**config.mk**
```make
export PLATFORM = sky130hd
export DESIGN_NAME = hwm_regbank
export DESIGN_NICKNAME = d
export VERILOG_FILES = /design/src/hwm_pkg.sv /design/src/hwm_regbank.sv
export VERILOG_INCLUDE_DIRS = /design/src
export SDC_FILE = /design/constraint.sdc
export NUM_CORES = 1
export LEC_CHECK = 0
export ABC_CLOCK_PERIOD_IN_PS = 6100
export BUFFER_PORTS_ARGS = -buffer_cell sky130_fd_sc_hd__buf_4
export CAP_MARGIN = 20
export CORE_MARGIN = 2
export CORE_UTILIZATION = 55
export DETAILED_ROUTE_END_ITERATION = 8
export PLACE_DENSITY = 0.7
export SYNTH_ARGS = -nofsm -noshare
export SYNTH_HDL_FRONTEND = slang
export SYNTH_SLANG_ARGS = --single-unit
```
**constraint.sdc**
```tcl
create_clock -name clock_i -period 6.1 [get_ports clock_i]
set_clock_uncertainty 0.2 [all_clocks]
set_input_delay 0.61 -clock clock_i [delete_from_list [all_inputs] [get_ports clock_i]]
set_output_delay 0.61 -clock clock_i [all_outputs]
set_load 0.01 [all_outputs]
```
**src/hwm_params.svh**
```systemverilog
// offsets, field positions, reset values and masks for the monitor register bank
// assumes inclusion by bare name from the register bank and the bench
`ifndef HWM_PARAMS_SVH
`define HWM_PARAMS_SVH
`define HWM_PORT_INDEX 1'b0
`define HWM_PORT_DATA 1'b1
`define HWM_IDX_CONFIG 7'h40
`define HWM_IDX_STAT1 7'h41
`define HWM_IDX_STAT2 7'h42
`define HWM_IDX_MASK1 7'h43
`define HWM_IDX_MASK2 7'h44
`define HWM_IDX_NMASK1 7'h45
`define HWM_IDX_NMASK2 7'h46
`define HWM_IDX_VIDFAN 7'h47
`define HWM_IDX_SERADDR 7'h48
`define HWM_IDX_TMODE 7'h4c
`define HWM_IDX_OVMODE 7'h52
`define HWM_SCRATCH_LAST 7'h1f
`define HWM_VRAM_LO 7'h20
`define HWM_VRAM_HI 7'h3f
`define HWM_MIRROR_LO 7'h60
`define HWM_MIRROR_LAST 7'h7f
`define HWM_CFG_RESET 8'h01
`define HWM_NMASK2_RESET 8'h40
`define HWM_VIDFAN_RESET 4'h5
`define HWM_SERADDR_RESET 7'h2d
`define HWM_CFG_SOFTRST 7
`define HWM_CFG_TONE 6
`define HWM_CFG_IRQ_OFF 3
`define HWM_CFG_IRQ_EN 1
`define HWM_CFG_START 0
`define HWM_TMODE_BIT 6
`define HWM_OVMODE_BIT 1
`define HWM_STAT2_USED 8'h3f
`define HWM_STAT1_TEMP2 5
`define HWM_STAT2_TEMP3 5
`endif

```
**src/hwm_pkg.sv**
```systemverilog
// types shared by the monitor register bank
// assumes the params header sits in the same folder
package hwm_pkg;
  // one host access on the two-port window
  typedef struct packed {
    logic rd;
    logic wr;
    logic port;
    logic [7:0] wdata;
  } hwm_host_req_s;
  // comparator results for one remote sensor
  typedef struct packed {
    logic above_over;
    logic below_hyst;
  } hwm_temp_cmp_s;
  typedef enum logic [2:0] {
    HWM_OV_IDLE = 3'b001,
    HWM_OV_ACTIVE = 3'b010,
    HWM_OV_WAIT_LOW = 3'b100
  } hwm_ov_state_e;
endpackage : hwm_pkg

```
**src/hwm_regbank.sv**
```systemverilog
// host register window, interrupt status/mask and over-temperature outputs
// assumes host strobes and sensor comparators are on clock_i; serial bus busy is a pin
// Notes on behaviour
// - two-times mode: interrupt on over, then below hyst
// - overheat mode from index 52h bit 1
// - comparator: output held until below hysteresis
// - interrupt mode: assert on over, clear on read
// - after clear, reassert when below hysteresis
// - no reassert while still above hysteresis
// - index port: 7-bit pointer, bit 7 busy
// - busy set by index write or serial transfer
// - busy cleared by data access or transfer end
// - data port reaches the selected location
// - pairs 41h/43h/45h advance to the second register
// - scratch ram increments, stops at 1Fh
// - value ram at 20h, mirror 60h increments to 7Fh
// - config bit 7 soft reset, self clearing
// - config bit 6 drives tone pin low
// - config bit 3 masks irq, halts monitoring
// - bit 1 irq enable, bit 0 start
// - writing config zero keeps pending interrupts
// - two read-only limit status registers
// - mask one blocks matching status bit
// - reading all status clears them
// - index 4Ch bit 6 picks sensor irq mode
`timescale 1ns/1ps
`include "hwm_params.svh"
module hwm_regbank import hwm_pkg::*; #(
  parameter int RAM_WORDS = 128
) (
  input wire logic clock_i,
  input wire logic arst_n_i,
  input wire hwm_host_req_s host_req_i,
  output logic [7:0] host_rdata_o,
  input wire logic serial_busy_i,
  input wire logic [7:0] limit_event1_i,
  input wire logic [7:0] limit_event2_i,
  input wire hwm_temp_cmp_s temp_two_cmp_i,
  input wire hwm_temp_cmp_s temp_three_cmp_i,
  input wire logic temp_reg_read_i,
  input wire logic [4:0] vid_i,
  output logic sys_mgmt_irq_n_o,
  output logic overheat_output_n_o,
  output logic tone_general_out_n_o,
  output logic monitor_run_o
);
  // the index space is seven bits wide, so the storage cannot be resized
  if (RAM_WORDS != 128) begin : g_bad_words
    $error("hwm_regbank: index space is fixed at 128");
  end

  // reset release through two flops
  logic rst_meta_n, rst_n;
  always_ff @(posedge clock_i or negedge arst_n_i) begin
    if (!arst_n_i) begin
      rst_meta_n <= 1'b0;
      rst_n <= 1'b0;
    end else begin
      rst_meta_n <= 1'b1;
      rst_n <= rst_meta_n;
    end
  end

  // serial busy pin synchroniser; only the second flop is read
  logic sbusy_meta, sbusy;
  always_ff @(posedge clock_i or negedge rst_n) begin
    if (!rst_n) begin
      sbusy_meta <= 1'b0;
      sbusy <= 1'b0;
    end else begin
      sbusy_meta <= serial_busy_i;
      sbusy <= sbusy_meta;
    end
  end

  logic [6:0] index_pointer;
  logic busy_host;
  logic [7:0] monitor_config, limit_status_first, limit_status_second;
  logic [7:0] irq_mask_first, irq_mask_second, nonmaskable_mask_first, nonmaskable_mask_second;
  logic [3:0] fan_div;
  logic [6:0] serial_slave_address;
  logic [7:0] ram [0:RAM_WORDS-1];
  logic temp_mode_cmp, ov_mode_b1, ov_mode_b2;
  logic stat1_read;

  wire acc_data = (host_req_i.rd | host_req_i.wr) & (host_req_i.port == `HWM_PORT_DATA);
  wire wr_data = host_req_i.wr & (host_req_i.port == `HWM_PORT_DATA);
  wire rd_data = host_req_i.rd & (host_req_i.port == `HWM_PORT_DATA);
  wire wr_index = host_req_i.wr & (host_req_i.port == `HWM_PORT_INDEX);
  wire soft_rst = wr_data & (index_pointer == `HWM_IDX_CONFIG) & host_req_i.wdata[`HWM_CFG_SOFTRST];
  wire run = monitor_config[`HWM_CFG_START] & ~monitor_config[`HWM_CFG_IRQ_OFF];

  // pointer step after a data access
  function automatic logic [6:0] next_index(input logic [6:0] idx);
    logic [6:0] r;
    r = idx;
    if (idx == `HWM_IDX_STAT1 || idx == `HWM_IDX_MASK1 || idx == `HWM_IDX_NMASK1)
      r = idx + 7'h01;
    else if (idx < `HWM_SCRATCH_LAST)
      r = idx + 7'h01;
    else if (idx >= `HWM_MIRROR_LO && idx != `HWM_MIRROR_LAST)
      r = idx + 7'h01;
    return r;
  endfunction : next_index

  // mirror folds onto the value ram words
  function automatic logic [6:0] ram_slot(input logic [6:0] idx);
    return (idx >= `HWM_MIRROR_LO) ? (idx - 7'h40) : idx;
  endfunction : ram_slot

  function automatic logic is_ram(input logic [6:0] idx);
    return (idx <= `HWM_VRAM_HI) || (idx >= `HWM_MIRROR_LO);
  endfunction : is_ram

  // index pointer
  always_ff @(posedge clock_i or negedge rst_n) begin
    if (!rst_n) begin
      index_pointer <= 7'h00;
    end else if (wr_index) begin
      index_pointer <= host_req_i.wdata[6:0];
    end else if (soft_rst) begin
      index_pointer <= 7'h00;
    end else if (acc_data) begin
      index_pointer <= next_index(index_pointer);
    end
  end

  // busy from an index write ends at the next data access
  always_ff @(posedge clock_i or negedge rst_n) begin
    if (!rst_n) begin
      busy_host <= 1'b0;
    end else if (wr_index) begin
      busy_host <= 1'b1;
    end else if (acc_data) begin
      busy_host <= 1'b0;
    end
  end

  // ram storage; the host and serial master do not overlap, so no arbitration
  always_ff @(posedge clock_i) begin
    if (wr_data && is_ram(index_pointer)) begin
      ram[ram_slot(index_pointer)] <= host_req_i.wdata;
    end
  end

  // control registers; soft reset spares the serial address
  always_ff @(posedge clock_i or negedge rst_n) begin
    if (!rst_n) begin
      monitor_config <= `HWM_CFG_RESET;
      irq_mask_first <= 8'h00;
      irq_mask_second <= 8'h00;
      nonmaskable_mask_first <= 8'h00;
      nonmaskable_mask_second <= `HWM_NMASK2_RESET;
      fan_div <= `HWM_VIDFAN_RESET;
      temp_mode_cmp <= 1'b0;
      ov_mode_b1 <= 1'b0;
      ov_mode_b2 <= 1'b0;
    end else if (soft_rst) begin
      monitor_config <= `HWM_CFG_RESET;
      irq_mask_first <= 8'h00;
      irq_mask_second <= 8'h00;
      nonmaskable_mask_first <= 8'h00;
      nonmaskable_mask_second <= `HWM_NMASK2_RESET;
      fan_div <= `HWM_VIDFAN_RESET;
      temp_mode_cmp <= 1'b0;
      ov_mode_b1 <= 1'b0;
      ov_mode_b2 <= 1'b0;
    end else if (wr_data) begin
      case (index_pointer)
        `HWM_IDX_CONFIG: monitor_config <= {1'b0, host_req_i.wdata[6], 2'b00, host_req_i.wdata[3], 1'b0,
                                            host_req_i.wdata[1:0]};
        `HWM_IDX_MASK1: irq_mask_first <= host_req_i.wdata;
        `HWM_IDX_MASK2: irq_mask_second <= host_req_i.wdata & `HWM_STAT2_USED;
        `HWM_IDX_NMASK1: nonmaskable_mask_first <= host_req_i.wdata;
        `HWM_IDX_NMASK2: nonmaskable_mask_second <= host_req_i.wdata;
        `HWM_IDX_VIDFAN: fan_div <= host_req_i.wdata[7:4];
        `HWM_IDX_TMODE: temp_mode_cmp <= host_req_i.wdata[`HWM_TMODE_BIT];
        // both bank copies share one index here; one write sets both to the same bit
        `HWM_IDX_OVMODE: begin
          ov_mode_b1 <= host_req_i.wdata[`HWM_OVMODE_BIT];
          ov_mode_b2 <= host_req_i.wdata[`HWM_OVMODE_BIT];
        end
        default: ;
      endcase
    end
  end

  // serial address survives soft reset
  always_ff @(posedge clock_i or negedge rst_n) begin
    if (!rst_n) begin
      serial_slave_address <= `HWM_SERADDR_RESET;
    end else if (wr_data && index_pointer == `HWM_IDX_SERADDR) begin
      serial_slave_address <= host_req_i.wdata[6:0];
    end
  end

  // remote sensor irq events: comparator or two-times, per sensor
  logic t2_armed_low, t3_armed_low, t2_above_q, t3_above_q;
  wire clear_all = rd_data & (index_pointer == `HWM_IDX_STAT2) & stat1_read;
  wire t2_rise = run & temp_two_cmp_i.above_over & ~t2_above_q;
  wire t3_rise = run & temp_three_cmp_i.above_over & ~t3_above_q;
  // comparator mode re-fires while still hot; two-times fires once low after an over rise
  wire t2_evt = t2_rise | (run & temp_mode_cmp & temp_two_cmp_i.above_over & ~limit_status_first[`HWM_STAT1_TEMP2])
                | (run & ~temp_mode_cmp & t2_armed_low & temp_two_cmp_i.below_hyst);
  wire t3_evt = t3_rise | (run & temp_mode_cmp & temp_three_cmp_i.above_over & ~limit_status_second[`HWM_STAT2_TEMP3])
                | (run & ~temp_mode_cmp & t3_armed_low & temp_three_cmp_i.below_hyst);
  always_ff @(posedge clock_i or negedge rst_n) begin
    if (!rst_n) begin
      t2_above_q <= 1'b0;
      t3_above_q <= 1'b0;
      t2_armed_low <= 1'b0;
      t3_armed_low <= 1'b0;
    end else if (soft_rst) begin
      // stale edge history would hide a rise after a soft reset
      t2_above_q <= 1'b0;
      t3_above_q <= 1'b0;
      t2_armed_low <= 1'b0;
      t3_armed_low <= 1'b0;
    end else if (run) begin
      t2_above_q <= temp_two_cmp_i.above_over;
      t3_above_q <= temp_three_cmp_i.above_over;
      if (t2_rise) t2_armed_low <= 1'b1;
      else if (temp_two_cmp_i.below_hyst) t2_armed_low <= 1'b0;
      if (t3_rise) t3_armed_low <= 1'b1;
      else if (temp_three_cmp_i.below_hyst) t3_armed_low <= 1'b0;
    end
  end

  // status: set wins over read clear; halted monitoring leaves contents
  logic [7:0] ev1, ev2;
  always_comb begin
    ev1 = run ? limit_event1_i : 8'h00;
    ev2 = run ? (limit_event2_i & `HWM_STAT2_USED) : 8'h00;
    ev1[`HWM_STAT1_TEMP2] = t2_evt;
    ev2[`HWM_STAT2_TEMP3] = t3_evt;
  end
  always_ff @(posedge clock_i or negedge rst_n) begin
    if (!rst_n) begin
      limit_status_first <= 8'h00;
      limit_status_second <= 8'h00;
      stat1_read <= 1'b0;
    end else if (soft_rst) begin
      limit_status_first <= 8'h00;
      limit_status_second <= 8'h00;
      stat1_read <= 1'b0;
    end else begin
      // config writes touch status only through soft reset
      limit_status_first <= (clear_all ? 8'h00 : limit_status_first) | ev1;
      limit_status_second <= (clear_all ? 8'h00 : limit_status_second) | ev2;
      if (rd_data && index_pointer == `HWM_IDX_STAT1) stat1_read <= 1'b1;
      else if (clear_all) stat1_read <= 1'b0;
    end
  end

  // overheat output state machine
  hwm_ov_state_e ov_state, next_ov_state;
  wire ov_cmp_mode = ~ov_mode_b1; // bit 1 zero: comparator
  wire t_over = temp_two_cmp_i.above_over | temp_three_cmp_i.above_over;
  wire t_low = temp_two_cmp_i.below_hyst & temp_three_cmp_i.below_hyst;
  always_comb begin
    next_ov_state = ov_state;
    case (ov_state)
      HWM_OV_IDLE: if (run && t_over) next_ov_state = HWM_OV_ACTIVE;
      HWM_OV_ACTIVE: begin
        if (ov_cmp_mode) begin
          if (t_low) next_ov_state = HWM_OV_IDLE;
        end else if (temp_reg_read_i) begin
          next_ov_state = t_low ? HWM_OV_IDLE : HWM_OV_WAIT_LOW;
        end
      end
      // stays quiet while still above hysteresis
      HWM_OV_WAIT_LOW: if (t_low) next_ov_state = HWM_OV_ACTIVE;
      default: next_ov_state = HWM_OV_IDLE;
    endcase
  end
  always_ff @(posedge clock_i or negedge rst_n) begin
    if (!rst_n) ov_state <= HWM_OV_IDLE;
    else if (soft_rst) ov_state <= HWM_OV_IDLE;
    else ov_state <= next_ov_state;
  end

  // read mux for index and data ports
  logic [7:0] rd_mux;
  always_comb begin
    rd_mux = 8'h00;
    if (host_req_i.port == `HWM_PORT_INDEX) begin
      rd_mux = {busy_host | sbusy, index_pointer};
    end else if (is_ram(index_pointer)) begin
      rd_mux = ram[ram_slot(index_pointer)];
    end else begin
      case (index_pointer)
        `HWM_IDX_CONFIG: rd_mux = monitor_config;
        `HWM_IDX_STAT1: rd_mux = limit_status_first;
        `HWM_IDX_STAT2: rd_mux = limit_status_second;
        `HWM_IDX_MASK1: rd_mux = irq_mask_first;
        `HWM_IDX_MASK2: rd_mux = irq_mask_second;
        `HWM_IDX_NMASK1: rd_mux = nonmaskable_mask_first;
        `HWM_IDX_NMASK2: rd_mux = nonmaskable_mask_second;
        `HWM_IDX_VIDFAN: rd_mux = {fan_div, vid_i[3:0]};
        `HWM_IDX_SERADDR: rd_mux = {1'b0, serial_slave_address};
        `HWM_IDX_TMODE: rd_mux = {1'b0, temp_mode_cmp, 6'h00};
        `HWM_IDX_OVMODE: rd_mux = {6'h00, ov_mode_b2, 1'b0};
        default: rd_mux = 8'h00;
      endcase
    end
  end

  // registered outputs
  wire irq_pend = |(limit_status_first & ~irq_mask_first) | |(limit_status_second & ~irq_mask_second);
  always_ff @(posedge clock_i or negedge rst_n) begin
    if (!rst_n) begin
      host_rdata_o <= 8'h00;
      sys_mgmt_irq_n_o <= 1'b1;
      overheat_output_n_o <= 1'b1;
      tone_general_out_n_o <= 1'b1;
      monitor_run_o <= 1'b0;
    end else begin
      if (host_req_i.rd) host_rdata_o <= rd_mux;
      // once low, the pin holds while status is pending even if bit 1 drops
      sys_mgmt_irq_n_o <= ~(irq_pend & ~monitor_config[`HWM_CFG_IRQ_OFF]
                            & (monitor_config[`HWM_CFG_IRQ_EN] | ~sys_mgmt_irq_n_o));
      overheat_output_n_o <= ~(next_ov_state == HWM_OV_ACTIVE);
      tone_general_out_n_o <= ~monitor_config[`HWM_CFG_TONE];
      monitor_run_o <= run;
    end
  end

  // checks
  property p_irq_off;
    @(posedge clock_i) disable iff (!rst_n) monitor_config[`HWM_CFG_IRQ_OFF] |=> sys_mgmt_irq_n_o;
  endproperty
  a_irq_off: assert property (p_irq_off) else $error("irq driven while disabled");
  property p_irq_on;
    @(posedge clock_i) disable iff (!rst_n)
      (irq_pend && monitor_config[1] && !monitor_config[3]) |=> !sys_mgmt_irq_n_o;
  endproperty
  a_irq_on: assert property (p_irq_on) else $error("irq missing");
  property p_irq_hold;
    @(posedge clock_i) disable iff (!rst_n)
      (!sys_mgmt_irq_n_o && irq_pend && !monitor_config[3]) |=> !sys_mgmt_irq_n_o;
  endproperty
  a_irq_hold: assert property (p_irq_hold) else $error("irq dropped while pending");
  property p_pair;
    @(posedge clock_i) disable iff (!rst_n)
      (acc_data && !wr_index && !soft_rst && index_pointer == `HWM_IDX_MASK1) |=> index_pointer == `HWM_IDX_MASK2;
  endproperty
  a_pair: assert property (p_pair) else $error("pair advance wrong");
  property p_scr_stop;
    @(posedge clock_i) disable iff (!rst_n)
      (acc_data && !wr_index && index_pointer == `HWM_SCRATCH_LAST) |=> $stable(index_pointer);
  endproperty
  a_scr_stop: assert property (p_scr_stop) else $error("scratch pointer ran past end");
  property p_vram_fix;
    @(posedge clock_i) disable iff (!rst_n)
      (acc_data && !wr_index && index_pointer >= `HWM_VRAM_LO && index_pointer <= `HWM_VRAM_HI)
        |=> $stable(index_pointer);
  endproperty
  a_vram_fix: assert property (p_vram_fix) else $error("value ram pointer moved");
  property p_busy_set;
    @(posedge clock_i) disable iff (!rst_n) wr_index |=> busy_host;
  endproperty
  a_busy_set: assert property (p_busy_set) else $error("busy flag not set");
  property p_busy;
    @(posedge clock_i) disable iff (!rst_n) acc_data |=> !busy_host;
  endproperty
  a_busy: assert property (p_busy) else $error("busy flag wrong");
  property p_tone;
    @(posedge clock_i) disable iff (!rst_n) monitor_config[6] |=> !tone_general_out_n_o;
  endproperty
  a_tone: assert property (p_tone) else $error("tone pin not low");
  property p_softrst;
    @(posedge clock_i) disable iff (!rst_n)
      soft_rst |=> (monitor_config == `HWM_CFG_RESET && irq_mask_first == 8'h00 && $stable(serial_slave_address));
  endproperty
  a_softrst: assert property (p_softrst) else $error("soft reset incomplete");
  property p_ov_wait;
    @(posedge clock_i) disable iff (!rst_n)
      (ov_state == HWM_OV_WAIT_LOW && !t_low) |=> overheat_output_n_o;
  endproperty
  a_ov_wait: assert property (p_ov_wait) else $error("overheat reasserted above hysteresis");
endmodule : hwm_regbank

```
# == Yosys cells after proc, flatten, opt, wreduce, memory -nomap -nowiden ==
# Memories as Yosys holds them, arrays and structs flattened.
# Cells that the tools add are included.
# W data, S select, Z words.
# word_totals
regBits,101
latchBits,0
ramBits,1024
romBits,0
in_bits,40
out_inout_bits,12
mem_count,1
# mem_list
memory,depth,word_bits,rd,rd_clocked_by_memory_dff,write_ports,line,text
ram,128,8,1,0,1,hwm_regbank.sv:82,logic [7:0] ram [0:RAM_WORDS-1];
# classes
addsub,2
multipliers,0
div_mod_pow,0
n_lt_le_gt_ge,3
eq_ne,16
shifts,0
mux,67
bitwise,52
n_reduce_logical,37
# op_table
op,n
$mux W8,22
$pmux W8 S11,1
$eq A7 B7 Y1 const B,11
$mux W7,7
$and A1 B1 Y1,26
$mux W1,25
$reduce_and A2 Y1,11
$reduce_bool A2 Y1,11
$mux W3,7
$and A8 B8 Y8,2
$not A8 Y8,2
$reduce_or A8 Y1,2
$mux W4,3
$reduce_bool A3 Y1,4
$not A1 Y1,11
$or A1 B1 Y1,9
$pmux W3 S3,1
$or A8 B6 Y8,1
$or A8 B8 Y8,1
$add A7 B1 Y7 const B,1
$ge A7 B7 Y1 const B,1
$le A7 B6 Y1 const B,1
$lt A7 B5 Y1 const B,1
$ne A7 B7 Y1 const B,1
8 further kinds,15

# == Longest topological paths before layout ==
# Gate-level depths: netlist of run 1.
# logic_depth
depth_word,9
mapped_depth,10

# == Worst setup path before layout of run 1 ==
# OpenSTA, ideal clock, no wires.
# synth_path
kind,reg-to-reg
from,register index_pointer[1]
to,register host_rdata_o[4]
setup_time_ns,0.134
arrival_time_ns,2.283
path_slack_ns,3.483
path_stages_with_launch,11
path_buffers,3
synth_period_minus_slack_ns,2.617
path_cell_list,dfrtp_1 > buf_4 > inv_2 > clkbuf_1 > ha_1 > and3_4 > buf_6 > a222oi_1 > nand3_1 > a2111oi_0 > a21oi_1
# synth_via
elab_chain_cells,5
elab_cells_between_ends,20
cone_classes,add/sub: 1; order compare: 2; eq/ne: 11; mux: 4; reduce/logical: 1; memory: 1
# synth_lines
element,line,text
start: declaration,hwm_regbank.sv:76,logic [6:0] index_pointer;
start signal: assignment,hwm_regbank.sv:120,index_pointer <= host_req_i.wdata[6:0];
start signal: assignment,hwm_regbank.sv:124,index_pointer <= next_index(index_pointer);
$sub A7 B7 Y7 or $ge A7 B7 Y1 (tied branches),--,
$mux W7,hwm_regbank.sv:108,return (idx >= `HWM_MIRROR_LO) ? (idx - 7'h40) : idx;
$mem_v2 Z128 W8,--,
$mux W8 (*),hwm_regbank.sv:288,end else if (is_ram(index_pointer)) begin
$mux W8 (*),hwm_regbank.sv:286,if (host_req_i.port == `HWM_PORT_INDEX) begin
end signal: assignment,hwm_regbank.sv:318,if (host_req_i.rd) host_rdata_o <= rd_mux;
end: declaration,hwm_regbank.sv:34,"output logic [7:0] host_rdata_o,"
# Mark *: on every way between the ends. The rest lies on a longest branch, timed or not.
# A chain may end at the register's enable or synchronous reset.

# == Final worst setup path of run 1 ==
# layout_path
from,register index_pointer[0]
to,memory ram[17][5] (enable)
# layout_via
elab_chain_cells,5
elab_cells_between_ends,8
cone_classes,add/sub: 1; order compare: 2; mux: 3; reduce/logical: 2
# layout_lines
element,line,text
$le A7 B6 Y1 (no line) or $ge A7 B7 Y1 (tied branches),--,
$logic_or A1 B1 Y1,hwm_regbank.sv:112,return (idx <= `HWM_VRAM_HI) || (idx >= `HWM_MIRROR_LO);
$logic_and A1 B1 Y1,hwm_regbank.sv:141,if (wr_data && is_ram(index_pointer)) begin
$mux W1,hwm_regbank.sv:141,
$mux W1 (not written as such),hwm_regbank.sv:142,ram[ram_slot(index_pointer)] <= host_req_i.wdata;
end: declaration,hwm_regbank.sv:82,
# Parallel ways exist; a longest one is shown, timed or not.

==> results by stage, run 1 <==
Synthesis:
- The main flop type after synthesis is sky130_fd_sc_hd__edfxtp_1.
- The post-synthesis average cell area is 14.9 sq um.
- The number of cells produced by synthesis is 1,669.
- The synthesized netlist net count is 1,713.
- The number of synthesized register bits is 605.
- Summing the sequential cell areas from Yosys gives 71.2% of the chip area.
- The count of synthesis-stage warnings from yosys is 0.
- Yosys mapped a number of flops with a built-in enable equal to 512.
- The mapped netlist covers 24,900 sq um.
- After synthesis, the netlist uses 80 different library cells.
- For this run, asynchronously set or reset flops after synthesis account for 15.4%.

Final layout:
- The repair_antennas step left the layout with diodes totalling 0.
- The layout cell share with drive strength beyond 1 is 11.8%.
- The area added between synthesis and finish is 10.3%.
- The total non-filler cell area in the finished layout is 27,500 sq um.
- The final layout net count is 1,732.

Timing:
- The max-slew headroom at the worst pin is 22.5%.
- Setup repair after global routing left no endpoint under its margin.
- Across all setup checks in the final design, the least slack found is 2.07 ns.
- The time the final worst path needs with I/O delays and setup is 4.03 ns.
- At the pin with the least slew margin, the transition time is 1.16 ns.
- Static timing analysis puts the maximum clock frequency at 248 MHz.
- The total negative slack is 0 ns.
- The total count of hold-check failures in the final report came to 0.
- The number of pins with negative max-slew slack in the final report is 0.
- Setup violations remaining at the end of the flow were counted as 0.
- The final critical path takes up 66.0% of the cycle.
- Hold timing on the final database bottoms out at a slack of 0.0380 ns.

Floorplanning:
- Measured along the x axis, the die boundary spans 217 um.
- For this configuration, the core starts out at a cell density of 56.1%.
- The die is 217 um tall.
- The floorplan step defined a die boundary enclosing 47,000 sq um.
- The number of ports placed on the die boundary is 52.
- The total area inside the core boundary comes to 44,400 sq um.
- The floorplan has 77 rows.

Job:
- Across the run, the number of max-cap violations was 0.

Global routing:
- The remaining global-route overflow is 0.
- The number of antenna violations at the first check in global routing is 1.
- The overall routing resource usage is 27.2%.
- Entering global routing, the biggest net connects 97 pins.
- The number of global-route vias before repair was 15,200.
- The global-route wire length before repair is 94,800 um.

Detailed routing:
- After detailed routing, the number of vias per cell comes to 6.62.
- The DRC violation total after the first TritonRoute iteration is 2,441.
- Before antenna repair, the detailed router went through 7 iterations.
- Summed over all layers, the routed wires come to 63,900 um.
- After detailed routing, the number of remaining DRC violations is 0.
- The average wire length per cell after detail routing is 27.4 um.
- Detailed routing inserted a total of 15,400 vias.
- In this run the remaining antenna-violating nets after routing total 0.

Worst setup path:
- The total buffers and inverters traversed by the critical path is 1.
- The delay of the slowest critical-path stage is 1.00 ns.
- The signal on the critical path passes through buf_4 -> nor2b_1 -> nand2_1 -> nor2_1.
- The kind of cell with the highest combined delay along the critical path is simple AND/OR/NAND/NOR gates.
- At the worst endpoint, the arrival time is 4.11 ns.
- The standard cell with the maximum stage delay on the critical path is sky130_fd_sc_hd__nor2_1.
- The kind of critical path is reg -> reg.
- The maximum fanout along the worst path is 32.
- The launching element type of the critical path is a flip-flop.
- For the worst setup path, the data required time is 6.18 ns.
- The worst setup path is captured at a flip-flop.

Power and ir drop:
- The maximum VDD drop is 248 uV.
- The design draws 0.0121 W.
- The leakage power is 9.37 nW.
- The areal power density over the cells is 440 nW/um^2.

Placement:
- The congestion estimate from routability-driven global placement came to 0.904.
- Once placement finished, the instance area stood at 25,500 sq um.
- The worst setup timing slack at the placement stage is 2.17 ns.
- The detailed placement HPWL is 37,100 um.
- The port buffer count is 46.

Clock tree:
- The number of buffers inserted for hold repair after clock tree synthesis is 2.
- The number of gates resized after CTS is 0.
- The clock transition at the registers of the reported paths is 0.06 ns.
- The cell sitting at the root of the clock tree is a sky130_fd_sc_hd__clkbuf_16.
- The clock tree from TritonCTS is yes.
- The total clock sinks is 605.
- Clock tree synthesis inserted a total of 59 buffers.
- The clock network latency to the later pin of the worst-skew pair is 0.67 ns.
- The longest clock path from root to sink contains 3 buffers.
- Once the clock tree was built, the setup fixing pass inserted 0 buffers.
- In this run the number of H-tree levels came out at 2.

Outcome:
- The flow ran to the end, and the final reports show no timing, DRC or antenna violations.

Hold path:
- The worst min-delay path category is reg -> async.
## synth_stat cells (all sizes together) (3+ instances only)
master / count / area, sq um
o221ai: 7 / 61.3
a221oi: 57 / 524
a211oi: 4 / 30.0
a32oi: 3 / 26.3
a22o: 12 / 105
a21oi: 65 / 325
o22a: 6 / 52.6
o22ai: 31 / 200
nor2b: 11 / 68.8
nor2: 121 / 457
o2111ai: 5 / 43.8
buf: 88 / 603
nand4: 6 / 43.8
a222oi: 9 / 90.1
dfrtp: 81 / 2030
o2bb2ai: 4 / 35.0
dfstp: 12 / 315
edfxtp: 512 / 15400
mux2: 11 / 124
ha: 4 / 50.1
a22oi: 110 / 826
o21ai: 23 / 115
mux2i: 173 / 1730
inv: 29 / 109
clkbuf: 26 / 97.6
nor3: 6 / 30.0
nor3b: 5 / 48.8
nand2b: 3 / 18.8
and2: 12 / 77.6
a2111oi: 3 / 26.3
nand2: 101 / 379
a41o: 4 / 40.0
a41oi: 6 / 52.6
nand3: 65 / 325
and3: 10 / 67.6
nor4: 5 / 31.3
## metal layers
layer  track usage, %  vias to the layer above  share of wire [%]
li1                 -                     6604                  -
met1             37.7                     7719                 39
met2             42.5                      905                 47
met3             6.25                      168                 10
met4             9.73                        2                3.7
met5                0                        -              0.014
## kinds of logic (layout without fill, tap and decap cells)
group                      count (synthesis)  in the layout  share of synthesized area, %
other                                      1              1                        0.0151
DFF                                      605            605                          71.2
buffers and inverters                    144            210                          3.27
AOI/OAI and AO/OA                        378            378                          11.3
muxes                                    185            185                          7.54
and+or+nand+nor                          352            352                          6.49
adders and majority gates                  4              4                         0.201
## state kept, by name, summed over array words and instances (netlist names), 3 cells and up
name                     cells
nonmaskable_mask_second      8
ram                        512
limit_status_second          6
irq_mask_first               8
serial_slave_address         7
monitor_config               4
irq_mask_second              6
nonmaskable_mask_first       8
host_rdata_o                 8
fan_div                      4
index_pointer                7
limit_status_first           8
ov_state                     3
## cells in the final DEF (no fill, tap or decap), types with 5 or more instances in the layout
cell type	synthesis	layout
sky130_fd_sc_hd__dfrtp_1	81	78
sky130_fd_sc_hd__o22a_1	6	6
sky130_fd_sc_hd__o22ai_1	30	30
sky130_fd_sc_hd__clkbuf_16	0	59
sky130_fd_sc_hd__mux2i_1	173	173
sky130_fd_sc_hd__o221ai_1	7	7
sky130_fd_sc_hd__nand2_1	101	101
sky130_fd_sc_hd__o21ai_0	19	19
sky130_fd_sc_hd__a221oi_1	53	53
sky130_fd_sc_hd__dfstp_2	12	12
sky130_fd_sc_hd__a222oi_1	9	9
sky130_fd_sc_hd__nor4_1	5	5
sky130_fd_sc_hd__a22oi_1	110	110
sky130_fd_sc_hd__a22o_1	12	12
sky130_fd_sc_hd__clkbuf_8	0	7
sky130_fd_sc_hd__and2_1	10	10
sky130_fd_sc_hd__edfxtp_1	512	512
sky130_fd_sc_hd__clkinv_1	1	8
sky130_fd_sc_hd__mux2_2	10	10
sky130_fd_sc_hd__clkbuf_1	26	19
sky130_fd_sc_hd__a41oi_1	6	6
sky130_fd_sc_hd__nor2b_1	11	9
sky130_fd_sc_hd__clkinv_2	0	8
sky130_fd_sc_hd__inv_1	25	25
sky130_fd_sc_hd__buf_4	10	67
sky130_fd_sc_hd__and3_1	9	9
sky130_fd_sc_hd__nand4_1	5	5
sky130_fd_sc_hd__nand3_1	65	65
sky130_fd_sc_hd__nor3_1	6	6
sky130_fd_sc_hd__a21oi_1	65	65
sky130_fd_sc_hd__nor2_1	120	119
sky130_fd_sc_hd__o2111ai_1	5	5
## power by group
group / switching, W / internal [W] / total [W]
logic: 0.00229 / 0.00121 / 0.00350
clock network: 0.00154 / 0.00204 / 0.00358
registers: 0.000261 / 0.00474 / 0.00500
## layout make-up
| class | instances | area (sq um) |
|---|---|---|
| repair buffers | 72 | 583 |
| clock inverters | 23 | 260 |
| inverters | 30 | 113 |
| clock buffers | 85 | 1640 |
| well taps | 592 | 741 |
| multi-input cells | 920 | 6400 |
| flip-flops and latches | 605 | 17700 |
| fillers | 3198 | 17000 |
## worst paths after layout
path	slack [ns]	start	endpoint	cells after the start
max reg2reg	2.07	index_pointer[0]	ram[17][5]	4
max in group asynchronous	4.49	rst_n	irq_mask_first[6]	1
min reg2reg	0.04	rst_n	index_pointer[4]	0
max	2.07	index_pointer[0]	ram[17][5]	4
min in group clock_i	0.06	limit_event1_i[6]	limit_status_first[6]	3
min	0.04	rst_n	index_pointer[4]	0
## metrics by stage
step                      cells  util (%)
after floorplan            1669         -
after global placement     2217      57.5
after detailed placement   2217      57.5
after CTS                  2327      61.8
after global routing       2327      61.8
final                      2327      61.8
Note: power is estimated with default switching activity, not from simulation.
==> run 2, diff against run 1 <==
--- a/config.mk
+++ b/config.mk
@@ -6,13 +6,14 @@
 export SDC_FILE = /design/constraint.sdc
 export NUM_CORES = 1
 export LEC_CHECK = 0
-export ABC_CLOCK_PERIOD_IN_PS = 6100
+export ABC_AREA = 1
+export ABC_CLOCK_PERIOD_IN_PS = 3400
 export BUFFER_PORTS_ARGS = -buffer_cell sky130_fd_sc_hd__buf_4
 export CAP_MARGIN = 20
 export CORE_MARGIN = 2
 export CORE_UTILIZATION = 55
 export DETAILED_ROUTE_END_ITERATION = 8
-export PLACE_DENSITY = 0.7
+export PLACE_DENSITY = 0.73
 export SYNTH_ARGS = -nofsm -noshare
 export SYNTH_HDL_FRONTEND = slang
 export SYNTH_SLANG_ARGS = --single-unit
==> constraint.sdc (replaced) <==
create_clock -name clock_i -period 3.4 [get_ports clock_i]
set_clock_uncertainty 0.2 [all_clocks]
set_input_delay 0.34 -clock clock_i [delete_from_list [all_inputs] [get_ports clock_i]]
set_output_delay 0.34 -clock clock_i [all_outputs]
set_load 0.01 [all_outputs]
==> results by stage, run 2 <==
Power and ir drop:
- Registers are responsible for 38.6% of the overall power.
- For this design the ratio of total power to cell area is 752 nW/um^2.
- The maximum VDD drop is 616 uV.
- The clock group share of total power is 29.3%.
- Summed over all cells, the static leakage comes to 19.0 nW.
- Internal power comes to 0.0210 W.
- The combinational cell fraction of total power is 32.1%.
- The switching power is 0.0116 W.
- Net switching is 35.5% of the power.

Worst setup path:
- Counting buffers and inverters, the worst setup path is 10 cells deep.
- The kind of cell with the highest combined delay on the critical path is simple AND/OR/NAND/NOR gates.
- The standard cell with the maximum stage delay on the critical path is sky130_fd_sc_hd__dfrtp_2.
- The setup check on the worst reg-to-reg path leaves a slack of 0.16 ns.
- The endpoint arrival time on the critical path is 3.37 ns.
- The total buffers and inverters traversed by the critical path is 3.
- The launching element type of the critical path is a flip-flop.
- Following the worst setup path forward leads to its endpoint at ram[50][7].
- The most critical setup path has its startpoint at index_pointer[1].
- The cell that appears most often on the critical path is sky130_fd_sc_hd__nor2_1.
- The data required time at the worst endpoint is 3.54 ns.
- The kind of critical path is reg -> reg.
- The delay of the slowest critical-path stage is 0.57 ns.
- The worst register-to-register path begins at index_pointer[1].
- The kind of end point of the critical path is a flip-flop.
- The signal on the critical path passes through ha_1 -> inv_1 -> nor2_1 -> nand2_1 -> a31oi_4 -> inv_2 -> nor2_4 -> nand3_2 -> nor2_1 -> buf_4.
- The endpoint identified for the worst register-to-register timing path is ram[50][7].
- In this run the worst path has a maximum fanout of 10.
- The cell depth of the worst flop-to-flop path is 10.

Hold path:
- The min-delay analysis places its worst path in the category in -> reg.

Synthesis:
- During synthesis, Yosys emitted a total of 0 warnings.
- The largest total area in the synthesized netlist belongs to sky130_fd_sc_hd__edfxtp_1.
- Yosys attributes the largest share of cell area to sky130_fd_sc_hd__edfxtp_1 (62%), sky130_fd_sc_hd__nand2_1 (14%), sky130_fd_sc_hd__dfrtp_1 (5.4%).
- The simple logic cell fraction of the synthesized area is 23.1%.
- Of the post-synthesis cell area, the part taken by muxes is 0%.
- The number of synthesized register bits is 861.
- After synthesis, the largest family of logic cells by area is simple AND/OR/NAND/NOR gates.
- The number of enable flip-flop cells after synthesis is 768.
- Synthesis produced 3,694 cells.
- The share of synthesized area occupied by flip-flops and latches is 68.1%.
- In the synthesized netlist the dominant register cell turns out to be sky130_fd_sc_hd__edfxtp_1.
- Summing the areas of all fa, ha and maj instances in the mapped netlist gives 0.134% of the synthesized area.
- The cell area that synthesis handed to floorplanning was 37,300 sq um.
- The fraction of synthesized cell area in xor and xnor cells is 0.0235%.
- The post-synthesis compound-gate area fraction is 3.20%.
- sky130_fd_sc_hd__nand2_1 is the most common cell in the netlist.
- The post-synthesis average cell area is 10.1 sq um.
- The share of Yosys cell area claimed by the top area cell type is 61.8%.
- Counting instances in the post-synthesis netlist gives the leading cell types as sky130_fd_sc_hd__nand2_1 (1,350), sky130_fd_sc_hd__edfxtp_1 (768), sky130_fd_sc_hd__nor2_1 (392).
- The async set or reset register ratio after synthesis is 10.8%.
- The count of distinct cell types in the synthesized netlist is 44.

Detailed routing:
- Summing over every cut layer, the via total after detailed routing is 25,600.
- After the first detailed-routing iteration, the DRC count stood at 2,309.
- The wire length reported by the detailed router is 83,500 um.
- Dividing the detail-routed wire length by the instance count gives 16.6 um.
- The remaining routing DRC violations is 0.
- The number of search-and-repair iterations in the first detailed-routing pass is 6.
- Once detail routing completed, the nets flagged for antenna violations numbered 0.
- After detailed routing, the number of vias per cell comes to 5.09.

Clock tree:
- After clock tree synthesis, the clock-pin slew on the worst setup and hold paths is 0.07 ns.
- The clock tree from TritonCTS is yes.
- The buffer type at the clock tree root is sky130_fd_sc_hd__clkbuf_16.
- The total clock sinks is 861.
- CTS built an H-tree with a depth of 3.
- The clock buffer count from CTS is 87.
- The maximum number of buffers from clock root to sink is 3.
- At the later pin of the worst-skew pair, clock insertion delay measures 0.66 ns.

Timing:
- At the pin with the least slew margin, the transition time is 0.863 ns.
- Setup repair after global routing left no endpoint under its margin.
- The max-slew headroom at the worst pin is 42.4%.
- The setup violation total in the final timing report is 0.
- The share of the clock period used by the worst path after layout is 95.2%.
- The worst-case setup margin in the final layout is 0.162 ns.
- The total count of hold-check failures in the final report is 0.
- The number of pins with negative max-slew slack in the final report is 0.
- The worst hold slack after final layout is 0.0359 ns.
- Summed over all failing endpoints, the final setup total negative slack is 0 ns.
- The maximum clock rate is 309 MHz.
- The clock period could shrink to 3.24 ns.

Floorplanning:
- The core region is 67,200 sq um.
- From bottom edge to top edge, the die measures 264 um.
- The initial core utilization is 55.5%.
- The die is 264 um wide.
- The number of rows created at floorplan is 95.
- During I/O placement, the number of pins put on the boundary was 52.
- The floorplan step defined a die boundary enclosing 69,900 sq um.

Global routing:
- The number of antenna violations at the first check in global routing was 2.
- The number of global-route vias before repair was 24,600.
- Global routing used 24.0% of the available tracks.
- The global-route wire length before repair is 129,000 um.
- Summed over all layers, the global routing overflow is 0.
- Entering global routing, the biggest net connects 113 pins.

Job:
- The max-cap check violation count is 0.

Final layout:
- The flip-flop count of the largest register, all copies and words added is 768.
- The layout has 5,146 filler cells.
- The layout cell share with drive strength beyond 1 is 11.6%.
- At the end of the flow, the number of nets in the layout was 4,128.
- Leaving out fill and tap cells, the most frequent cells in the layout are sky130_fd_sc_hd__nand2_1 (1,349), sky130_fd_sc_hd__edfxtp_1 (768), sky130_fd_sc_hd__nor2_1 (388).
- The post-layout utilization of the core is 64.6%.
- The register with the most flip-flops in the final layout is ram.
- Leaving out fill and tap cells, the most frequent cell in the layout is sky130_fd_sc_hd__nand2_1.
- The area growth from synthesis to layout is 16.4%.
- After routing the design area is 43,400 sq um.
- The antenna diode instance count is 0.

Placement:
- The placed instances occupy a cell area of 40,200 sq um.
- The congestion estimate from routability-driven global placement came to 0.954.
- The port buffer count is 46.
- Timing analysis after detailed placement gives a worst setup slack of 0.355 ns.
- The detailed placement HPWL is 49,900 um.

Outcome:
- The run finished with clean final reports.
-- run 2: changes by cell type in the layout (fill, tap and decap cells not counted), sizes merged, moves of 30 or more --
cell / change
nand2: +1252
o21ai: +85
inv: +322
or2: +126
dlygate4sd3: +30
nor2: +276
edfxtp: +256
conb: +256
nand3: +152
mux2i: -173
a221oi: -56
a22oi: -110
buf: +105
-- run 2: through the flow --
step	std cells	power, W
after floorplan	3949	0.0196
after global placement	4836	0.0229
after CTS	5031	0.0327
final	5031	0.0326
after global routing	5031	0.0344
after detailed placement	4836	0.0231
-- run 2: cells by family after synthesis --
logic type	after synthesis
flops	861
fa+ha+maj	4
xor+xnor	1
simple gates	2108
buf+inv	510
other cells	2
compound gates	208
-- run 2: per-layer routing --
| layer | vias up | GRT usage [%] | wire length, um |
|---|---|---|---|
| met3 | 148 | 4.11 | 5530 |
| li1 | 12500 | - | - |
| met1 | 12200 | 31.3 | 34500 |
| met4 | 0 | 8.28 | 2460 |
| met5 | - | 0 | 0 |
| met2 | 764 | 40.9 | 41000 |
-- run 2: worst register-to-register path, cell delays in order, from the launching register on --
cell and delay, ns:
sky130_fd_sc_hd__dfrtp_2 0.57, sky130_fd_sc_hd__ha_1 0.33, sky130_fd_sc_hd__inv_1 0.06, sky130_fd_sc_hd__nor2_1 0.17, sky130_fd_sc_hd__nand2_1 0.16, sky130_fd_sc_hd__a31oi_4 0.24
sky130_fd_sc_hd__inv_2 0.07, sky130_fd_sc_hd__nor2_4 0.24, sky130_fd_sc_hd__nand3_2 0.44, sky130_fd_sc_hd__nor2_1 0.22, sky130_fd_sc_hd__buf_4 0.21
-- run 2: area by class of cell --
class | instances | area, sq um | area share (%)
repair buffers | 207 | 1870 | 4.30
multi-input cells | 2578 | 10800 | 25.0
flip-flops and latches | 861 | 25400 | 58.6
clock inverters | 57 | 596 | 1.37
clock buffers | 106 | 2260 | 5.20
well taps | 873 | 1090 | 2.52
inverters | 349 | 1320 | 3.04
-- run 2: repair_timing --
| item | CTS | global route |
|---|---|---|
| hold buffers | 32 | 0 |
| hold endpoints to repair | 158 | 0 |
| buffers inserted | 0 | 0 |
| resized for setup | 0 | 7 |
| setup endpoints to repair | 0 | 1 |
-- run 2: worst min path at each step --
stage	slack [ns]	to	cells after the start	start
detailed placement	-0.08	rst_meta_n	1	arst_n_i
global route	0.05	ram[86][0]	1	host_req_i[0]
finish	0.04	ram[82][0]	1	host_req_i[0]
floorplan	-0.16	rst_meta_n	0	arst_n_i
CTS	0.0002	ram[82][0]	1	host_req_i[0]
global placement	-0.08	rst_meta_n	1	arst_n_i
-- run 2: power by group through the flow --
| stage | Clock (W) | Combinational [W] | Sequential, W |
|---|---|---|---|
| after floorplan | 0 | 0.00699 | 0.0127 |
| after global placement | 0 | 0.0101 | 0.0128 |
| after detailed placement | 0 | 0.0103 | 0.0128 |
| after CTS | 0.00971 | 0.0104 | 0.0126 |
| after global routing | 0.0101 | 0.0116 | 0.0126 |
| final | 0.00956 | 0.0105 | 0.0126 |
